[src/hw/fsag_pkg.sv]
// package of constants for the flash security access guard
// assumes a 17-bit flash byte address space and the 64 KB device variant
package fsag_pkg;
	// ************************************************************
	// address layout
	// ************************************************************
	localparam int ADDR_W = 17;
	localparam int LOCK_W = 8;
	localparam int BLK_LSB = 14;
	localparam int BLK_N = 4;
	localparam int PAGE_LSB = 10;
	localparam int LIM_LSB = 9;
	localparam logic [ADDR_W-1:0] SEC_WE_ADDR = 17'h0fffe;
	localparam logic [ADDR_W-1:0] SEC_RD_ADDR = 17'h0ffff;
	localparam logic [ADDR_W-PAGE_LSB-1:0] SEC_PAGE = 7'h3f;
	localparam logic [ADDR_W-1:0] RSVD_BASE = 17'h10000;

	// ************************************************************
	// reset and erased values
	// ************************************************************
	localparam logic [LOCK_W-1:0] LIMIT_RST = 8'h00;
	localparam logic [LOCK_W-1:0] LOCK_ERASED = 8'hff;
	localparam logic [LOCK_W-1:0] LOCK_RST = 8'h00;

	// ************************************************************
	// register port map and status fields
	// ************************************************************
	localparam int REG_AW = 4;
	localparam logic [REG_AW-1:0] REG_LIMIT = 4'h0;
	localparam logic [REG_AW-1:0] REG_RDLOCK = 4'h4;
	localparam logic [REG_AW-1:0] REG_WELOCK = 4'h8;
	localparam logic [REG_AW-1:0] REG_STATUS = 4'hc;
	localparam int ST_LIMIT_SET = 0;
	localparam int ST_LOADED = 1;
	localparam int ST_DENY_SEEN = 2;
	localparam int ST_ERASE_SEEN = 3;

	// ************************************************************
	// enumerations
	// ************************************************************
	typedef enum logic [1:0] {
		OP_FETCH = 2'b00,
		OP_READ = 2'b01,
		OP_WRITE = 2'b11,
		OP_ERASE = 2'b10
	} fsag_op_t;
	typedef enum logic [1:0] {
		LK_WAIT = 2'b00,
		LK_READY = 2'b01
	} fsag_lk_t;
	localparam logic SRC_FW = 1'b0;
	localparam logic SRC_DBG = 1'b1;
endpackage

[src/hw/fsag_lock_sel.sv]
// lock bit selector: picks the lock bit of the block an address falls in
// assumes block index taken from address bits above the 16 KB boundary
`timescale 1ns/100ps
module fsag_lock_sel
	import fsag_pkg::*;
#(
	parameter int NBLK = BLK_N
) (
	// block index and lock byte
	input logic [ADDR_W-BLK_LSB-1:0] i_blk,
	input logic [LOCK_W-1:0] i_lock,
	// block is open
	output logic o_open
);
	logic [LOCK_W-1:0] hit;

	// ************************************************************
	// per-bit block match
	// ************************************************************
	genvar g;
	generate
		for (g = 0; g < LOCK_W; g++) begin : g_bit
			// bits at or above nblk guard no block at all
			assign hit[g] = (g < NBLK) && (i_blk == (ADDR_W-BLK_LSB)'(g));
		end
	endgenerate

	// open only when the matching bit reads one
	assign o_open = |(hit & i_lock);
endmodule

[src/hw/fsag_guard.sv]
// flash security access guard: judges every flash access of firmware and debug
// assumes requests come from logic on i_sys_clk; the flash obeys o_resp_* only
`timescale 1ns/100ps
module fsag_guard
	import fsag_pkg::*;
#(
	parameter logic [ADDR_W-1:0] RSVD_LO = RSVD_BASE,
	parameter int NBLK = BLK_N
) (
	// clock, reset, enable
	input logic i_sys_clk,
	input logic i_rst_n,
	input logic i_clk_en,
	// register port
	input logic [REG_AW-1:0] i_reg_addr,
	input logic [LOCK_W-1:0] i_reg_wdata,
	input logic i_reg_wr,
	input logic i_reg_rd,
	output logic [LOCK_W-1:0] o_reg_rdata,
	// lock byte load from flash after power-up
	input logic i_lock_load,
	input logic [LOCK_W-1:0] i_lock_rd_byte,
	input logic [LOCK_W-1:0] i_lock_we_byte,
	// access request
	input logic i_req_valid,
	input logic i_req_src,
	input logic [1:0] i_req_op,
	input logic [ADDR_W-1:0] i_req_addr,
	input logic [ADDR_W-1:0] i_req_pc,
	input logic [LOCK_W-1:0] i_req_wdata,
	// verdict
	output logic o_resp_valid,
	output logic o_resp_grant,
	output logic o_resp_blank,
	output logic o_resp_page_reset,
	output logic o_resp_full_erase
);
	// ************************************************************
	// state
	// ************************************************************
	fsag_lk_t lk_state_r;
	fsag_lk_t lk_state_nxt;
	fsag_op_t op;
	logic [LOCK_W-1:0] limit_r;
	logic limit_set_r;
	logic [LOCK_W-1:0] rd_lock_r;
	logic [LOCK_W-1:0] we_lock_r;
	logic deny_seen_r;
	logic erase_seen_r;
	logic [LOCK_W-1:0] reg_rdata_r;
	logic resp_valid_r;
	logic resp_grant_r;
	logic resp_blank_r;
	logic resp_page_reset_r;
	logic resp_full_erase_r;

	// ************************************************************
	// decision signals
	// ************************************************************
	logic [ADDR_W-1:0] limit_addr;
	logic sec_byte;
	logic sec_page;
	logic rsvd;
	logic rd_open;
	logic we_open;
	logic fw_upper;
	logic fw_fenced;
	logic dbg_ok;
	logic dbg_page_clr;
	logic dbg_full;
	logic fw_ok;
	logic fw_blank;
	logic grant_nxt;
	logic blank_nxt;
	logic page_clr_nxt;
	logic full_nxt;
	logic sec_wr_go;
	logic lock_reset_go;
	logic limit_wr;
	logic status_wr;

	assign op = fsag_op_t'(i_req_op);

	// limit sits on 512-byte steps, low bits always zero
	assign limit_addr = {limit_r, {LIM_LSB{1'b0}}};

	// address classes
	assign sec_byte = (i_req_addr == SEC_WE_ADDR) || (i_req_addr == SEC_RD_ADDR);
	assign sec_page = (i_req_addr[ADDR_W-1:PAGE_LSB] == SEC_PAGE);
	assign rsvd = (i_req_addr >= RSVD_LO);

	// lock bits of the addressed block
	fsag_lock_sel #(
		.NBLK(NBLK)
	) u_rd_sel (
		.i_blk(i_req_addr[ADDR_W-1:BLK_LSB]),
		.i_lock(rd_lock_r),
		.o_open(rd_open)
	);
	fsag_lock_sel #(
		.NBLK(NBLK)
	) u_we_sel (
		.i_blk(i_req_addr[ADDR_W-1:BLK_LSB]),
		.i_lock(we_lock_r),
		.o_open(we_open)
	);

	// partition follows the executing instruction, not the target
	assign fw_upper = (i_req_pc >= limit_addr);
	assign fw_fenced = fw_upper && (i_req_addr < limit_addr);

	// ************************************************************
	// debug port verdict
	// ************************************************************
	// until the lock bytes are loaded every debug access is refused,
	// so a fresh reset never opens a window onto locked code
	always_comb begin
		dbg_ok = 1'b0;
		dbg_page_clr = 1'b0;
		dbg_full = 1'b0;
		if (lk_state_r != LK_READY) begin
			dbg_ok = 1'b0;
		end else if (rsvd) begin
			dbg_ok = 1'b0;
		end else begin
			case (op)
				OP_READ: begin
					dbg_ok = sec_byte || rd_open;
				end
				OP_WRITE: begin
					dbg_ok = sec_byte || we_open;
				end
				OP_ERASE: begin
					if (sec_page) begin
						// security page sits in the top block, so we_open is its bit
						if (we_open) begin
							dbg_ok = 1'b1;
							dbg_page_clr = 1'b1;
						end else if (sec_byte) begin
							dbg_ok = 1'b1;
							dbg_full = 1'b1;
						end else begin
							dbg_ok = 1'b0;
						end
					end else begin
						dbg_ok = we_open;
					end
				end
				default: begin
					// debug fetch is treated as a read of the block
					dbg_ok = rd_open;
				end
			endcase
		end
	end

	// ************************************************************
	// firmware verdict
	// ************************************************************
	// lock bytes are not consulted here at all
	always_comb begin
		fw_ok = 1'b0;
		fw_blank = 1'b0;
		if (rsvd) begin
			fw_ok = 1'b0;
			fw_blank = (op == OP_READ);
		end else begin
			case (op)
				OP_FETCH: begin
					fw_ok = 1'b1;
				end
				OP_READ: begin
					fw_ok = !fw_fenced;
					fw_blank = fw_fenced;
				end
				OP_WRITE: begin
					fw_ok = !fw_fenced;
				end
				default: begin
					fw_ok = !fw_fenced && !sec_page;
				end
			endcase
		end
	end

	// ************************************************************
	// merged verdict
	// ************************************************************
	always_comb begin
		grant_nxt = 1'b0;
		blank_nxt = 1'b0;
		page_clr_nxt = 1'b0;
		full_nxt = 1'b0;
		if (i_req_src == SRC_DBG) begin
			grant_nxt = dbg_ok;
			blank_nxt = !dbg_ok && (op == OP_READ);
			page_clr_nxt = dbg_page_clr;
			full_nxt = dbg_full;
		end else begin
			grant_nxt = fw_ok;
			blank_nxt = fw_blank;
		end
	end

	// granted write to a security byte from either path
	assign sec_wr_go = i_req_valid && grant_nxt && (op == OP_WRITE) && sec_byte;
	// erase of the security page or a full erase returns the locks to erased
	assign lock_reset_go = i_req_valid && (page_clr_nxt || full_nxt);
	assign limit_wr = i_reg_wr && (i_reg_addr == REG_LIMIT);
	assign status_wr = i_reg_wr && (i_reg_addr == REG_STATUS);

	// ************************************************************
	// lock load state
	// ************************************************************
	always_comb begin
		lk_state_nxt = lk_state_r;
		case (lk_state_r)
			LK_WAIT: begin
				if (i_lock_load) begin
					lk_state_nxt = LK_READY;
				end
			end
			default: begin
				lk_state_nxt = LK_READY;
			end
		endcase
	end

	always_ff @(posedge i_sys_clk or negedge i_rst_n) begin
		if (!i_rst_n) begin
			lk_state_r <= LK_WAIT;
		end else if (i_clk_en) begin
			lk_state_r <= lk_state_nxt;
		end
	end

	// ************************************************************
	// access limit register
	// ************************************************************
	// a second write cannot move the fence once firmware has set it
	always_ff @(posedge i_sys_clk or negedge i_rst_n) begin
		if (!i_rst_n) begin
			limit_r <= LIMIT_RST;
			limit_set_r <= 1'b0;
		end else if (i_clk_en) begin
			if (limit_wr && !limit_set_r) begin
				limit_r <= i_reg_wdata;
				limit_set_r <= 1'b1;
			end
		end
	end

	// ************************************************************
	// lock byte shadows
	// ************************************************************
	// flash programming only clears bits, so writes are anded in;
	// this also means a write can lock more but never unlock
	always_ff @(posedge i_sys_clk or negedge i_rst_n) begin
		if (!i_rst_n) begin
			rd_lock_r <= LOCK_RST;
			we_lock_r <= LOCK_RST;
		end else if (i_clk_en) begin
			if (lock_reset_go) begin
				rd_lock_r <= LOCK_ERASED;
				we_lock_r <= LOCK_ERASED;
			end else if (lk_state_r == LK_WAIT && i_lock_load) begin
				rd_lock_r <= i_lock_rd_byte;
				we_lock_r <= i_lock_we_byte;
			end else begin
				if (sec_wr_go && i_req_addr == SEC_RD_ADDR) begin
					rd_lock_r <= rd_lock_r & i_req_wdata;
				end else if (i_reg_wr && i_reg_addr == REG_RDLOCK) begin
					rd_lock_r <= rd_lock_r & i_reg_wdata;
				end
				if (sec_wr_go && i_req_addr == SEC_WE_ADDR) begin
					we_lock_r <= we_lock_r & i_req_wdata;
				end else if (i_reg_wr && i_reg_addr == REG_WELOCK) begin
					we_lock_r <= we_lock_r & i_reg_wdata;
				end
			end
		end
	end

	// ************************************************************
	// sticky status flags
	// ************************************************************
	// write one to clear; a new event in the same cycle wins
	always_ff @(posedge i_sys_clk or negedge i_rst_n) begin
		if (!i_rst_n) begin
			deny_seen_r <= 1'b0;
			erase_seen_r <= 1'b0;
		end else if (i_clk_en) begin
			if (i_req_valid && !grant_nxt) begin
				deny_seen_r <= 1'b1;
			end else if (status_wr && i_reg_wdata[ST_DENY_SEEN]) begin
				deny_seen_r <= 1'b0;
			end
			if (lock_reset_go) begin
				erase_seen_r <= 1'b1;
			end else if (status_wr && i_reg_wdata[ST_ERASE_SEEN]) begin
				erase_seen_r <= 1'b0;
			end
		end
	end

	// ************************************************************
	// verdict registers
	// ************************************************************
	always_ff @(posedge i_sys_clk or negedge i_rst_n) begin
		if (!i_rst_n) begin
			resp_valid_r <= 1'b0;
			resp_grant_r <= 1'b0;
			resp_blank_r <= 1'b0;
			resp_page_reset_r <= 1'b0;
			resp_full_erase_r <= 1'b0;
		end else if (i_clk_en) begin
			resp_valid_r <= i_req_valid;
			resp_grant_r <= i_req_valid && grant_nxt;
			resp_blank_r <= i_req_valid && blank_nxt;
			resp_page_reset_r <= i_req_valid && page_clr_nxt;
			resp_full_erase_r <= i_req_valid && full_nxt;
		end
	end

	// ************************************************************
	// register read port
	// ************************************************************
	// unmapped offsets read as zero; data stand only in the next cycle
	always_ff @(posedge i_sys_clk or negedge i_rst_n) begin
		if (!i_rst_n) begin
			reg_rdata_r <= 8'h00;
		end else if (i_clk_en) begin
			if (!i_reg_rd) begin
				reg_rdata_r <= 8'h00;
			end else if (i_reg_addr == REG_LIMIT) begin
				reg_rdata_r <= limit_r;
			end else if (i_reg_addr == REG_RDLOCK) begin
				reg_rdata_r <= rd_lock_r;
			end else if (i_reg_addr == REG_WELOCK) begin
				reg_rdata_r <= we_lock_r;
			end else if (i_reg_addr == REG_STATUS) begin
				reg_rdata_r <= 8'h00;
				reg_rdata_r[ST_LIMIT_SET] <= limit_set_r;
				reg_rdata_r[ST_LOADED] <= (lk_state_r == LK_READY);
				reg_rdata_r[ST_DENY_SEEN] <= deny_seen_r;
				reg_rdata_r[ST_ERASE_SEEN] <= erase_seen_r;
			end else begin
				reg_rdata_r <= 8'h00;
			end
		end
	end

	// ************************************************************
	// outputs
	// ************************************************************
	assign o_reg_rdata = reg_rdata_r;
	assign o_resp_valid = resp_valid_r;
	assign o_resp_grant = resp_grant_r;
	assign o_resp_blank = resp_blank_r;
	assign o_resp_page_reset = resp_page_reset_r;
	assign o_resp_full_erase = resp_full_erase_r;
endmodule

[config.mk]
export PLATFORM = sky130hd
export DESIGN_NAME = fsag_guard
export DESIGN_NICKNAME = d
export VERILOG_FILES = /design/src/hw/fsag_pkg.sv /design/src/hw/fsag_lock_sel.sv /design/src/hw/fsag_guard.sv
export SDC_FILE = /design/constraint.sdc
export NUM_CORES = 1
export LEC_CHECK = 0
export ABC_AREA = 0
export ABC_CLOCK_PERIOD_IN_PS = 2800
export BUFFER_PORTS_ARGS = -buffer_cell sky130_fd_sc_hd__buf_2
export CAP_MARGIN = 20
export CORE_ASPECT_RATIO = 1.25
export CORE_MARGIN = 5
export CORE_UTILIZATION = 54
export CTS_BUF_LIST = sky130_fd_sc_hd__clkbuf_8
export DETAILED_ROUTE_END_ITERATION = 10
export GPL_TIMING_DRIVEN = 1
export PLACE_DENSITY = 0.83
export REMOVE_ABC_BUFFERS = 1
export SLEW_MARGIN = 20
export SYNTH_ARGS = -nofsm -noshare
export SYNTH_HDL_FRONTEND = slang
export SYNTH_SLANG_ARGS = --single-unit
[constraint.sdc]
create_clock -name i_sys_clk -period 2.8 [get_ports i_sys_clk]
set_clock_uncertainty 0.2 [all_clocks]
set_input_delay 0.14 -clock i_sys_clk [delete_from_list [all_inputs] [get_ports i_sys_clk]]
set_output_delay 0.14 -clock i_sys_clk [all_outputs]
set_load 0.02 [all_outputs]
==> flow_summary.ini <==
[sta]
min_period_ns = 2.69
slew_violations = 0
finalHoldViolCount = 0
max_freq_mhz = 371
timing.final.crit_share = 0.962
rsz0062_at_grt = false
setup_violations = 0
timing.slew.headroom = 0.270
worstMarginPinSlew_ns = 1.09

[cts]
clk_path_buf_depth = 2
cts_buffers = 5
clkSinkCount = 41
ctsHtreeMaxLevel = 2
clk_pin_slew_ns = 0.09
clock_latency_ns = 0.30
cts_tree = yes
root_buffer = clkbuf_8

[cells_and_area]
final_common_cell = buf_2
drive_gt1_frac = 0.302
area_growth_pct = 31.4
fin_util = 0.729
num_antenna_cells = 0
design_area_sq_um = 4210
final_nets = 574
mostFrequentLayoutCells = 92 x buf_2, 41 x dfrtp_1, 34 x a21oi_1

[global_route]
track_usage = 0.277
overflow = 0
grt_pass1_vias = 3375
antenna_found_initial = 0
grt_max_degree = 42
grt_pass1_wl_mm = 16.4

[routing]
routed_wl_mm = 10.4
wl_per_cell_um = 19.0
drt-vias-per-instance = 6.37
drc = 0
num_vias = 3478
first_pass_iters = 7
drt-initial-drc-count = 402
postRouteAntennaNets = 0

[critical_path]
reg2regPathDepth = 6
cp_common_cell = a211o_1
worstPathCellList = mux4_1 > inv_1 > a211oi_1 > nor3_1 > a211o_1 > a211o_1
worst_r2r_endpoint = we_lock_r[2]$_DFFE_PN0P_
crit_path_start_kind = flop
cp_data_arrival_time_ns = 2.74
crit_type = reg2reg
r2r_slack_ns = 0.11
critPathCaptureType = flop
crit_family = simple AND/OR/NAND/NOR gates
crit_path_max_fanout = 8
max_stage_delay_ns = 0.89
path_buf_inv = 1
worstPathRequired_ns = 2.85
cp_slowest_cell = nor3_1
reg2reg_from = we_lock_r[1]$_DFFE_PN0P_

[synth]
ys_seq_elements = 41
syn_inst = 357
ys_warn_count = 0
synth.avg_cell_area_sq_um = 8.99
synth_enable_flop_cells = 0
synthesis.area_sq_um = 3210
synth_ff_type = dfrtp_1
yosysSeqAreaShare = 0.320
synth.distinct_cells = 56
async_reset_ff_frac = 1.00

[pwr]
fin_total_pwr_mw = 1.69
peakVddDrop_v = 0.000234
pwr_density_cell_nw_per_um2 = 402
leakage_nw = 2.01

[min_path]
min_path_type = in2reg
min-delay-start = i_req_addr[16]
hold_end = o_resp_page_reset$_DFFE_PN0P_
min_path_cells = 3

[floorplan]
start_util = 0.555
num_io_pins = 93
chipWidth_um = 78.9
core_sq_um = 5780
dieArea_sq_um = 7590
fp.dieH_um = 96.2
num_rows = 31

[place]
io_buffers = 92
hpwl_mm = 7.42
placed_cell_area_sq_um = 3760
globalplace.congestion = 0.910

[job]
cap_violations = 0

[status]
status = completed
==> layer usage <==
layer,vias up,part of all wire,global-route usage
li1,1617,-,-
met1,1635,0.37,0.346
met2,204,0.51,0.483
met3,22,0.094,0.0478
met4,0,0.020,0.103
met5,-,0,0
==> report_power, final <==
| part | leakage [nW] | internal (mW) | switching (mW) | total, mW |
|---|---|---|---|---|
| Sequential | 0.448 | 0.639 | 0.0246 | 0.663 |
| Combinational | 1.51 | 0.247 | 0.281 | 0.528 |
| Clock | 0.0543 | 0.267 | 0.235 | 0.502 |
| Total | 2.01 | 1.15 | 0.541 | 1.69 |
==> state kept, by name, summed over array words and instances, names as in the netlist, 8 cells and up <==
name	flops
o_reg_rdata	8
limit_r	8
we_lock_r	8
rd_lock_r	8
==> per-stage QoR <==
step / std cells / TNS [ns] / hold WS, ns / setup slack [ns]
floorplan: 336 / -5.87 / -0.356 / -0.362
global placement: 508 / 0 / 0.135 / 0.196
detailed placement: 508 / 0 / 0.135 / 0.144
CTS: 544 / 0 / 0.0230 / 0.132
global route: 546 / 0 / 0.0529 / 0.0158
finish: 546 / 0 / 0.0289 / 0.108
==> how the worst max path moves through the flow <==
| stage | cells after the start | start | end | slack [ns] |
|---|---|---|---|---|
| after detailed placement | 10 | limit_r[2]$_DFFE_PN0P_ | we_lock_r[2]$_DFFE_PN0P_ | 0.14 |
| after CTS | 10 | limit_r[2]$_DFFE_PN0P_ | we_lock_r[2]$_DFFE_PN0P_ | 0.13 |
| final | 6 | we_lock_r[1]$_DFFE_PN0P_ | we_lock_r[2]$_DFFE_PN0P_ | 0.11 |
| after floorplan | 9 | limit_r[2]$_DFFE_PN0P_ | rd_lock_r[0]$_DFFE_PN0P_ | -0.36 |
| after global routing | 10 | limit_r[3]$_DFFE_PN0P_ | rd_lock_r[3]$_DFFE_PN0P_ | 0.02 |
| after global placement | 10 | limit_r[2]$_DFFE_PN0P_ | rd_lock_r[5]$_DFFE_PN0P_ | 0.20 |
==> synthesized netlist by cell type, drive strengths merged (11+ instances only) <==
cell | n | share of area
nand4 | 22 | 0.043
a21o | 11 | 0.026
buf | 11 | 0.021
nand3 | 19 | 0.030
o21ai | 19 | 0.031
o211ai | 17 | 0.040
mux2 | 14 | 0.049
inv | 27 | 0.032
a211o | 18 | 0.049
dfrtp | 41 | 0.32
nand2 | 13 | 0.015
ha | 15 | 0.059
a21oi | 34 | 0.053
==> layout make-up <==
| type | instances | area [sq um] |
|---|---|---|
| multi-input combinational | 267 | 1990 |
| fill | 420 | 1570 |
| sequential | 41 | 1030 |
| timing repair buffer | 136 | 891 |
| inverter | 28 | 105 |
| tap | 66 | 82.6 |
| clock buffer | 5 | 68.8 |
| clock inverter | 3 | 46.3 |
==> cells by family (layout without fill, tap and decap cells) <==
kind of cell	after synthesis	in the layout	share of synthesized area
buf+inv	49	172	0.0651
flops	41	41	0.320
fa+ha+maj	15	15	0.0585
simple gates	95	95	0.173
compound gates	131	131	0.282
mux	26	26	0.102
==> worst register-to-register path, stage by stage (launching register included) <==
cell      delay, ns
dfrtp_1        0.47
mux4_1         0.55
inv_1          0.11
a211oi_1       0.09
nor3_1         0.89
a211o_1        0.21
a211o_1        0.12
==> repair_timing <==
action / 4_1_cts / 5_1_grt
resized for setup: 0 / 3
endpoints found under the hold margin: 72 / 0
endpoints found under the setup margin: 0 / 12
hold buffers: 28 / 0
buffers inserted: 0 / 1
Note: power is estimated with default switching activity, not from simulation.
